`src/hdl/ulsc_defines.svh`:
```
`ifndef ULSC_DEFINES_SVH
`define ULSC_DEFINES_SVH
// ----------------------------------------
// register byte offsets on the apb
// ----------------------------------------
`define ULSC_OFF_DATA 8'h00
`define ULSC_OFF_IER 8'h04
`define ULSC_OFF_ISR 8'h08
`define ULSC_OFF_LCR 8'h0c
`define ULSC_OFF_MCR 8'h10
`define ULSC_OFF_LSR 8'h14
`define ULSC_OFF_MSR 8'h18
// ----------------------------------------
// reset values and writable masks
// ----------------------------------------
`define ULSC_LCR_RST 8'h00
`define ULSC_MCR_RST 8'h00
`define ULSC_IER_RST 8'h00
`define ULSC_DIV_RST 16'h0000
`define ULSC_EFR_RST 8'h00
`define ULSC_MCR_MASK 8'h9f
`define ULSC_IER_MASK 8'h2f
// ----------------------------------------
// field positions
// ----------------------------------------
`define ULSC_LCR_STOP 2
`define ULSC_LCR_PEN 3
`define ULSC_LCR_EVEN 4
`define ULSC_LCR_FORCE 5
`define ULSC_LCR_BRK 6
`define ULSC_LCR_DLAB 7
`define ULSC_MCR_DTR 0
`define ULSC_MCR_RTS 1
`define ULSC_MCR_RI 2
`define ULSC_MCR_OUT 3
`define ULSC_MCR_LOOP 4
`define ULSC_MCR_PDN 7
`define ULSC_IER_RXD 0
`define ULSC_IER_THR 1
`define ULSC_IER_LINE 2
`define ULSC_IER_MDM 3
`define ULSC_IER_PDN 5
// ----------------------------------------
// interrupt source codes
// ----------------------------------------
`define ULSC_CODE_LINE 4'h6
`define ULSC_CODE_RXD 4'h4
`define ULSC_CODE_TMO 4'hc
`define ULSC_CODE_THR 4'h2
`define ULSC_CODE_MDM 4'h0
`define ULSC_CODE_NONE 4'h1
`endif

```
`src/hdl/ulsc_pkg.sv`:
```
package ulsc_pkg;
  // ----------------------------------------
  // types
  // ----------------------------------------
  // pending source, highest priority first
  typedef enum logic [2:0] {SRC_LINE, SRC_RXD, SRC_TMO, SRC_THR, SRC_MDM, SRC_NONE} ulsc_src_type;
  // character completed by the receive shifter
  typedef struct packed {
    logic done;
    logic fifo_full;
    logic par_err;
    logic frm_err;
    logic brk;
  } ulsc_rx_evt_type;
  // error flags of the character at the fifo head
  typedef struct packed {
    logic par_err;
    logic frm_err;
    logic brk;
    logic any_err;
  } ulsc_head_type;
  // character format for transmitter and receiver
  typedef struct packed {
    logic [1:0] word_len;
    logic stop_long;
    logic stop_half;
    logic par_en;
    logic par_even;
    logic par_force;
    logic par_forced_val;
  } ulsc_fmt_type;
endpackage : ulsc_pkg

```
`src/hdl/ulsc_top.sv`:
```
`timescale 1ns/100ps
`include "ulsc_defines.svh"
module ulsc_top (
  // clock and reset
  input wire logic I_CLK_SYS,
  input wire logic I_SRST,
  // apb slave
  input wire logic I_PSEL,
  input wire logic I_PENABLE,
  input wire logic I_PWRITE,
  input wire logic [7:0] I_PADDR,
  input wire logic [31:0] I_PWDATA,
  output logic O_PREADY,
  output logic O_PSLVERR,
  output logic [31:0] O_PRDATA,
  // receive path
  input wire ulsc_pkg::ulsc_rx_evt_type I_RX_EVT,
  input wire ulsc_pkg::ulsc_head_type I_RX_HEAD,
  input wire logic I_RX_AVAIL,
  input wire logic I_RX_TRIG,
  input wire logic I_RX_TIMEOUT,
  input wire logic [7:0] I_RX_DATA,
  input wire logic I_FIFO_EN,
  output logic O_RX_PUSH,
  output logic O_RX_POP,
  output logic O_RX_SER,
  // transmit path
  input wire logic I_TX_SER,
  input wire logic I_TX_HOLD_EMPTY,
  input wire logic I_TX_SHIFT_EMPTY,
  output logic O_TX,
  output logic O_THR_WRITE,
  output logic [7:0] O_THR_DATA,
  output ulsc_pkg::ulsc_fmt_type O_FMT,
  output logic [15:0] O_DIVISOR,
  output logic [7:0] O_EFR,
  // modem pins and channel interrupt
  input wire logic I_RX,
  input wire logic I_CTS_N,
  input wire logic I_DSR_N,
  input wire logic I_RI_N,
  input wire logic I_CD_N,
  output logic O_DTR_N,
  output logic O_RTS_N,
  output logic O_INT,
  output logic O_INT_OE_N,
  output logic O_PWR_DOWN
);
  // ----------------------------------------
  // state
  // ----------------------------------------
  logic [7:0] lcr_r, mcr_r, ier_r, efr_r;
  logic [15:0] div_r;
  logic [31:0] prdata_r;
  logic slverr_r, thr_wr_r, thr_prev_r, thre_r, thre_int_r, brk_seen_r;
  logic ovr_r, par_r, frm_r, brk_r;
  logic [7:0] thr_data_r;
  logic [3:0] cur_prev_r, delta_r;
  ulsc_pkg::ulsc_src_type snap_r, src;
  logic dlab, loop, access, rd_acc, wr_acc, hit;
  logic thr_wr, isr_rd, lsr_rd, msr_rd, thr_set, line_pend;
  logic [3:0] code, cur, delta_set;
  logic [7:0] isr_val, lsr_val, msr_val;
  logic [31:0] rdata;

  assign dlab = lcr_r[`ULSC_LCR_DLAB];
  assign loop = mcr_r[`ULSC_MCR_LOOP];
  // ----------------------------------------
  // apb handshake, zero wait states
  // ----------------------------------------
  assign access = I_PSEL & I_PENABLE;
  assign rd_acc = access & ~I_PWRITE;
  assign wr_acc = access & I_PWRITE;
  assign O_PREADY = 1'b1;
  assign O_PSLVERR = access & slverr_r;
  assign O_PRDATA = prdata_r;
  // register access strobes that carry side effects
  assign thr_wr = wr_acc & (I_PADDR == `ULSC_OFF_DATA) & ~dlab;
  assign isr_rd = rd_acc & (I_PADDR == `ULSC_OFF_ISR) & ~dlab;
  assign lsr_rd = rd_acc & (I_PADDR == `ULSC_OFF_LSR);
  assign msr_rd = rd_acc & (I_PADDR == `ULSC_OFF_MSR);
  assign O_RX_POP = rd_acc & (I_PADDR == `ULSC_OFF_DATA) & ~dlab;

  // read mux; divisor and feature register overlay the low offsets
  always_comb begin
    hit = 1'b1;
    rdata = 32'h0000_0000;
    case (I_PADDR)
      `ULSC_OFF_DATA: rdata[7:0] = dlab ? div_r[7:0] : I_RX_DATA;
      `ULSC_OFF_IER: rdata[7:0] = dlab ? div_r[15:8] : ier_r;
      `ULSC_OFF_ISR: rdata[7:0] = dlab ? efr_r : isr_val;
      `ULSC_OFF_LCR: rdata[7:0] = lcr_r;
      `ULSC_OFF_MCR: rdata[7:0] = mcr_r;
      `ULSC_OFF_LSR: rdata[7:0] = lsr_val;
      `ULSC_OFF_MSR: rdata[7:0] = msr_val;
      default: hit = 1'b0;
    endcase
  end

  // read data and source snapshot are taken in the setup cycle, so
  // the clear at the access edge hits exactly what the host saw
  always_ff @(posedge I_CLK_SYS) begin
    if (I_SRST) begin
      prdata_r <= 32'h0000_0000;
      slverr_r <= 1'b0;
      snap_r <= ulsc_pkg::SRC_NONE;
    end else if (I_PSEL & ~I_PENABLE) begin
      prdata_r <= I_PWRITE ? 32'h0000_0000 : rdata;
      slverr_r <= ~hit;
      snap_r <= src;
    end
  end

  // ----------------------------------------
  // control registers
  // ----------------------------------------
  always_ff @(posedge I_CLK_SYS) begin
    if (I_SRST) begin
      lcr_r <= `ULSC_LCR_RST;
      mcr_r <= `ULSC_MCR_RST;
      ier_r <= `ULSC_IER_RST;
      div_r <= `ULSC_DIV_RST;
      efr_r <= `ULSC_EFR_RST;
    end else if (wr_acc) begin
      case (I_PADDR)
        `ULSC_OFF_DATA: if (dlab) div_r[7:0] <= I_PWDATA[7:0];
        `ULSC_OFF_IER: begin
          if (dlab) div_r[15:8] <= I_PWDATA[7:0];
          else ier_r <= I_PWDATA[7:0] & `ULSC_IER_MASK;
        end
        `ULSC_OFF_ISR: if (dlab) efr_r <= I_PWDATA[7:0];
        `ULSC_OFF_LCR: lcr_r <= I_PWDATA[7:0];
        `ULSC_OFF_MCR: mcr_r <= I_PWDATA[7:0] & `ULSC_MCR_MASK;
        default: ;
      endcase
    end
  end

  // holding register load handed to the transmitter one cycle later
  always_ff @(posedge I_CLK_SYS) begin
    if (I_SRST) begin
      thr_wr_r <= 1'b0;
      thr_data_r <= 8'h00;
    end else begin
      thr_wr_r <= thr_wr;
      if (thr_wr) thr_data_r <= I_PWDATA[7:0];
    end
  end
  assign O_THR_WRITE = thr_wr_r;
  assign O_THR_DATA = thr_data_r;
  assign O_DIVISOR = div_r;
  assign O_EFR = efr_r;

  // ----------------------------------------
  // character format
  // ----------------------------------------
  // one assignment keeps the struct single-driven; fields in declaration order
  assign O_FMT = {lcr_r[1:0],
                  lcr_r[`ULSC_LCR_STOP],
                  lcr_r[`ULSC_LCR_STOP] & (lcr_r[1:0] == 2'b00),
                  lcr_r[`ULSC_LCR_PEN],
                  lcr_r[`ULSC_LCR_EVEN],
                  lcr_r[`ULSC_LCR_PEN] & lcr_r[`ULSC_LCR_FORCE],
                  ~lcr_r[`ULSC_LCR_EVEN]};

  // ----------------------------------------
  // serial pins and loop-back
  // ----------------------------------------
  // break wins over everything; in loop-back the line idles high
  assign O_TX = lcr_r[`ULSC_LCR_BRK] ? 1'b0 : (loop ? 1'b1 : I_TX_SER);
  assign O_RX_SER = loop ? (I_TX_SER & ~lcr_r[`ULSC_LCR_BRK]) : I_RX;
  // modem outputs go inactive in loop-back so the far end sees nothing
  assign O_DTR_N = loop | ~mcr_r[`ULSC_MCR_DTR];
  assign O_RTS_N = loop | ~mcr_r[`ULSC_MCR_RTS];
  assign O_PWR_DOWN = mcr_r[`ULSC_MCR_PDN] & ier_r[`ULSC_IER_PDN];
  assign O_INT = (src != ulsc_pkg::SRC_NONE);
  assign O_INT_OE_N = ~mcr_r[`ULSC_MCR_OUT];

  // ----------------------------------------
  // modem status: {cd, ri, dsr, cts}
  // ----------------------------------------
  assign cur = loop ? {mcr_r[`ULSC_MCR_OUT], mcr_r[`ULSC_MCR_RI],
                       mcr_r[`ULSC_MCR_DTR], mcr_r[`ULSC_MCR_RTS]}
                    : ~{I_CD_N, I_RI_N, I_DSR_N, I_CTS_N};
  // ring counts only its trailing edge
  assign delta_set = {cur[3] ^ cur_prev_r[3], cur_prev_r[2] & ~cur[2],
                      cur[1:0] ^ cur_prev_r[1:0]};
  assign msr_val = {cur, delta_r};

  // a change in the clearing cycle survives the clear
  always_ff @(posedge I_CLK_SYS) begin
    if (I_SRST) begin
      cur_prev_r <= 4'h0;
      delta_r <= 4'h0;
    end else begin
      cur_prev_r <= cur;
      if (msr_rd | (isr_rd & (snap_r == ulsc_pkg::SRC_MDM)))
        delta_r <= delta_set;
      else
        delta_r <= delta_r | delta_set;
    end
  end

  // ----------------------------------------
  // receive status
  // ----------------------------------------
  // a second break char is held back until a normal char ends the break
  assign O_RX_PUSH = I_RX_EVT.done & ~I_RX_EVT.fifo_full
                     & ~(I_RX_EVT.brk & brk_seen_r);

  always_ff @(posedge I_CLK_SYS) begin
    if (I_SRST) brk_seen_r <= 1'b0;
    else if (O_RX_PUSH) brk_seen_r <= I_RX_EVT.brk;
  end

  // error flags clear on a status read; a new error in that cycle stays
  always_ff @(posedge I_CLK_SYS) begin
    if (I_SRST) begin
      ovr_r <= 1'b0;
      par_r <= 1'b0;
      frm_r <= 1'b0;
      brk_r <= 1'b0;
    end else begin
      if (I_RX_EVT.done & I_RX_EVT.fifo_full) ovr_r <= 1'b1;
      else if (lsr_rd | (isr_rd & (snap_r == ulsc_pkg::SRC_LINE))) ovr_r <= 1'b0;
      if (O_RX_PUSH & I_RX_EVT.par_err) par_r <= 1'b1;
      else if (lsr_rd | (isr_rd & (snap_r == ulsc_pkg::SRC_LINE))) par_r <= 1'b0;
      if (O_RX_PUSH & I_RX_EVT.frm_err) frm_r <= 1'b1;
      else if (lsr_rd | (isr_rd & (snap_r == ulsc_pkg::SRC_LINE))) frm_r <= 1'b0;
      if (O_RX_PUSH & I_RX_EVT.brk) brk_r <= 1'b1;
      else if (lsr_rd | (isr_rd & (snap_r == ulsc_pkg::SRC_LINE))) brk_r <= 1'b0;
    end
  end

  // ----------------------------------------
  // transmit holding empty
  // ----------------------------------------
  // only the rising edge of the empty level sets, so a stale level
  // cannot undo the clear of a host load
  assign thr_set = I_TX_HOLD_EMPTY & ~thr_prev_r;

  always_ff @(posedge I_CLK_SYS) begin
    if (I_SRST) begin
      thr_prev_r <= 1'b1;
      thre_r <= 1'b1;
      thre_int_r <= 1'b0;
    end else begin
      thr_prev_r <= I_TX_HOLD_EMPTY;
      if (thr_set) thre_r <= 1'b1;
      else if (thr_wr) thre_r <= 1'b0;
      if (thr_set | (wr_acc & (I_PADDR == `ULSC_OFF_IER) & ~dlab
                     & I_PWDATA[`ULSC_IER_THR] & ~ier_r[`ULSC_IER_THR] & thre_r))
        thre_int_r <= 1'b1;
      else if (thr_wr | (isr_rd & (snap_r == ulsc_pkg::SRC_THR)))
        thre_int_r <= 1'b0;
    end
  end

  // fifo mode takes error flags from the head entry
  assign lsr_val = {I_FIFO_EN & I_RX_HEAD.any_err,
                    thre_r & I_TX_SHIFT_EMPTY,
                    thre_r,
                    I_FIFO_EN ? I_RX_HEAD.brk : brk_r,
                    I_FIFO_EN ? I_RX_HEAD.frm_err : frm_r,
                    I_FIFO_EN ? I_RX_HEAD.par_err : par_r,
                    ovr_r,
                    I_RX_AVAIL};

  // ----------------------------------------
  // interrupt priority
  // ----------------------------------------
  assign line_pend = ier_r[`ULSC_IER_LINE] & (|lsr_val[4:1]);

  always_comb begin
    src = ulsc_pkg::SRC_NONE;
    code = `ULSC_CODE_NONE;
    if (line_pend) begin
      src = ulsc_pkg::SRC_LINE;
      code = `ULSC_CODE_LINE;
    end else if (ier_r[`ULSC_IER_RXD] & (I_FIFO_EN ? I_RX_TRIG : I_RX_AVAIL)) begin
      src = ulsc_pkg::SRC_RXD;
      code = `ULSC_CODE_RXD;
    end else if (ier_r[`ULSC_IER_RXD] & I_FIFO_EN & I_RX_TIMEOUT) begin
      src = ulsc_pkg::SRC_TMO;
      code = `ULSC_CODE_TMO;
    end else if (ier_r[`ULSC_IER_THR] & thre_int_r) begin
      src = ulsc_pkg::SRC_THR;
      code = `ULSC_CODE_THR;
    end else if (ier_r[`ULSC_IER_MDM] & (|delta_r)) begin
      src = ulsc_pkg::SRC_MDM;
      code = `ULSC_CODE_MDM;
    end
  end
  assign isr_val = {{2{I_FIFO_EN}}, 2'b00, code};
endmodule : ulsc_top

```
`config.mk`:
```
export PLATFORM = sky130hd
export DESIGN_NAME = ulsc_top
export DESIGN_NICKNAME = d
export VERILOG_FILES = /design/src/hdl/ulsc_pkg.sv /design/src/hdl/ulsc_top.sv
export VERILOG_INCLUDE_DIRS = /design/src /design/src/hdl
export SDC_FILE = /design/constraint.sdc
export NUM_CORES = 1
export LEC_CHECK = 0
export BUFFER_PORTS_ARGS = -buffer_cell sky130_fd_sc_hd__buf_2
export CELL_PAD_IN_SITES_DETAIL_PLACEMENT = 0
export CELL_PAD_IN_SITES_GLOBAL_PLACEMENT = 1
export CORE_MARGIN = 1.5
export CORE_UTILIZATION = 30
export DETAILED_ROUTE_END_ITERATION = 12
export PLACE_DENSITY = 0.75
export SETUP_SLACK_MARGIN = 0.15
export SYNTH_ARGS = -nofsm -noshare
export SYNTH_HDL_FRONTEND = slang
export SYNTH_SLANG_ARGS = --single-unit
```
`constraint.sdc`:
```
create_clock -name I_CLK_SYS -period 2.35 [get_ports I_CLK_SYS]
set_input_delay 0.235 -clock I_CLK_SYS [delete_from_list [all_inputs] [get_ports I_CLK_SYS]]
set_output_delay 0.235 -clock I_CLK_SYS [all_outputs]
set_load 0.02 [all_outputs]
```
==> flow_metrics.env <==
export IMPL_status="complete, no violations"
export IMPL_p_per_area_nw_per_um2=599
export IMPL_post_route_period_util=0.895
export IMPL_die_area_sq_um=14600
export IMPL_grt_start_max_net_pins=53
export IMPL_fmax_ghz=0.475
export IMPL_ys_seq_area_frac=0.386
export IMPL_clock_root_buffer="clkbuf_16"
export IMPL_cp_arrival_ns=1.87
export IMPL_cts_path_max_buffers=2
export IMPL_grt_overflow=0
export IMPL_clock_sinks=80
export IMPL_fin_crit_ns=2.10
export IMPL_fin_nets=691
export IMPL_first_pass_iters=5
export IMPL_die_height_um=121
export IMPL_drv_slew=0
export IMPL_hold_violations=0
export IMPL_post_cts_buffers=0
export IMPL_fin_skew_ns=0.00876
export IMPL_diodes=0
export IMPL_h_tree_depth=3
export IMPL_drc_errors=0
export IMPL_grt_pass1_vias=3797
export IMPL_pin_count=158
export IMPL_slew_headroom=0.654
export IMPL_syn_to_final_growth_pct=25.8
export IMPL_cts_tree="done"
export IMPL_synth_seq_cells=80
export IMPL_track_usage=0.201
export IMPL_async_reset_ff_frac=0
export IMPL_leakagePower_uw=0.00216
export IMPL_hpwl_mm=11.2
export IMPL_wirelength_mm=14.5
export IMPL_end_kind="output pin"
export IMPL_ys_types=53
export IMPL_ant_nets=0
export IMPL_routed_via_density=5.16
export IMPL_rsz0062_at_grt="no"
export IMPL_dp_cells=782
export IMPL_synth_edf_count=0
export IMPL_syn_inst=503
export IMPL_clock_latency_ns=0.36
export IMPL_hold_worst_slack_ns=0.0716
export IMPL_vias=4109
export IMPL_final_common_cell="buf_2"
export IMPL_dpl_instance_area_sq_um=4910
export IMPL_fin_area_sq_um=5230
export IMPL_finalSetupViolCount=0
export IMPL_die_w_um=121
export IMPL_initial_utilization=0.310
export IMPL_tns_ns=0
export IMPL_holdCritPathClass="primary input to flop"
export IMPL_drive_gt1_frac=0.279
export IMPL_grt_pass1_wl_mm=21.8
export IMPL_final_setup_worst_slack_ns=0.246
export IMPL_cts_buffers=9
export IMPL_coreArea_sq_um=13400
export IMPL_ir_drop_mv=0.328
export IMPL_path_class="primary input to output pin"
export IMPL_final_cell_mix="buf_2, dfxtp_1, nand2_1"
export IMPL_crit_required_ns=2.12
export IMPL_clk_pin_slew_ns=0.06
export IMPL_final_cell_count_no_fill=797
export IMPL_cap_violations=0
export IMPL_first_iter_violations=241
export IMPL_startpoint_type="primary input"
export IMPL_ys_warn_count=0
export IMPL_syn_area_sq_um=4150
export IMPL_syn_avg_cell_area_sq_um=8.26
export IMPL_post_drt_wl_per_cell_um=18.2
export IMPL_hold_buffers=0
export IMPL_fp_row_count=42
export IMPL_pre_cts_slack_ns=0.150
export IMPL_worstMarginPinSlew_ns=0.519
export IMPL_ys_flop_type="dfxtp_1"
export IMPL_reg2reg_setup_slack_ns=0.44
export IMPL_critical_path_peak_fanout=6
export IMPL_gp_congestion=0.879
export IMPL_port_buffers=108
export IMPL_antenna_found_initial=0
==> metrics by stage <==
step	total power, uW	utilization
final	3130	0.390
after global routing	3230	0.390
after CTS	3160	0.390
after detailed placement	1700	0.366
after global placement	1700	0.366
after floorplan	1600	-
==> synth_stat cells (5+ instances only) <==
| cell | instances | area (sq um) |
|---|---|---|
| dfxtp_1 | 80 | 1600 |
| inv_1 | 14 | 52.6 |
| nor3_1 | 14 | 70.1 |
| and2_1 | 5 | 31.3 |
| nor2b_1 | 6 | 37.5 |
| nand3_1 | 12 | 60.1 |
| a21oi_1 | 38 | 190 |
| o21ai_0 | 18 | 90.1 |
| mux2i_1 | 44 | 440 |
| a211oi_1 | 6 | 45.0 |
| buf_4 | 30 | 225 |
| nand2_1 | 66 | 248 |
| nand3b_1 | 5 | 37.5 |
| a221oi_1 | 5 | 43.8 |
| clkbuf_1 | 21 | 78.8 |
| nor2_1 | 54 | 203 |
==> report_power, final <==
part           internal [uW]  leakage, uW  switching (uW)
registers               1380     0.000648            14.0
clock network            878     0.000152             575
logic                   95.6      0.00136             190
total                   2350      0.00216             779
==> routing by layer <==
layer | vias to the layer above | share of wire | track usage
li1 | 1942 | - | -
met1 | 1982 | 0.44 | 0.268
met2 | 165 | 0.47 | 0.321
met3 | 20 | 0.075 | 0.0472
met4 | 0 | 0.017 | 0.0676
met5 | - | 0 | 0
==> final cells by class <==
cell class	count	area, sq um
multi-input combinational	373	2250
inverter	14	52.6
clock buffer	11	253
timing repair buffer	139	798
tap	176	220
fill	1443	8180
clock inverter	4	52.6
sequential	80	1600
==> registers in the layout, summed over array words and instances, names as in the netlist, 3 cells and up <==
| name | count |
|---|---|
| O_DIVISOR | 16 |
| O_EFR | 8 |
| O_PRDATA | 8 |
| O_THR_DATA | 8 |
| lcr_r | 8 |
| mcr_r | 6 |
| ier_r | 5 |
| cur_prev_r | 4 |
| delta_r | 4 |
| snap_r | 3 |
==> final timing paths <==
path | start | depth (start not counted) | to
worst max-delay path | I_PADDR[5] | 6 | O_RX_POP
worst min register to register | O_THR_DATA[5]$_SDFFE_PP0P_ | 2 | O_THR_DATA[5]$_SDFFE_PP0P_
worst max register to register | lcr_r[7]$_SDFFE_PP0P_ | 6 | O_PRDATA[7]$_SDFFE_PP0P_
worst min-delay path | I_TX_HOLD_EMPTY | 2 | thr_prev_r$_SDFF_PP1_
==> critical path, stage by stage <==
cell,delay [ns]
buf_2,0.12
or4_4,0.58
or3_1,0.36
buf_4,0.19
nor3_2,0.19
buf_2,0.19
==> cells by family (layout without fill, tap and decap cells) <==
| kind of cell | Yosys count | after routing | share of synthesized area |
|---|---|---|---|
| buffers and inverters | 73 | 168 | 0.0961 |
| XOR/XNOR | 3 | 3 | 0.00633 |
| AND/OR/NAND/NOR | 193 | 193 | 0.223 |
| other | 2 | 25 | 0.00181 |
| flip-flops | 80 | 80 | 0.386 |
| multiplexers | 50 | 50 | 0.128 |
| AO/OA/AOI/OAI | 102 | 102 | 0.160 |
==> repair_timing <==
item | in CTS | in global routing
resized for setup | 1 | 1
pin swaps | 0 | 0
endpoints found under the setup margin | 1 | 1
(Power assumes the default switching activity.)
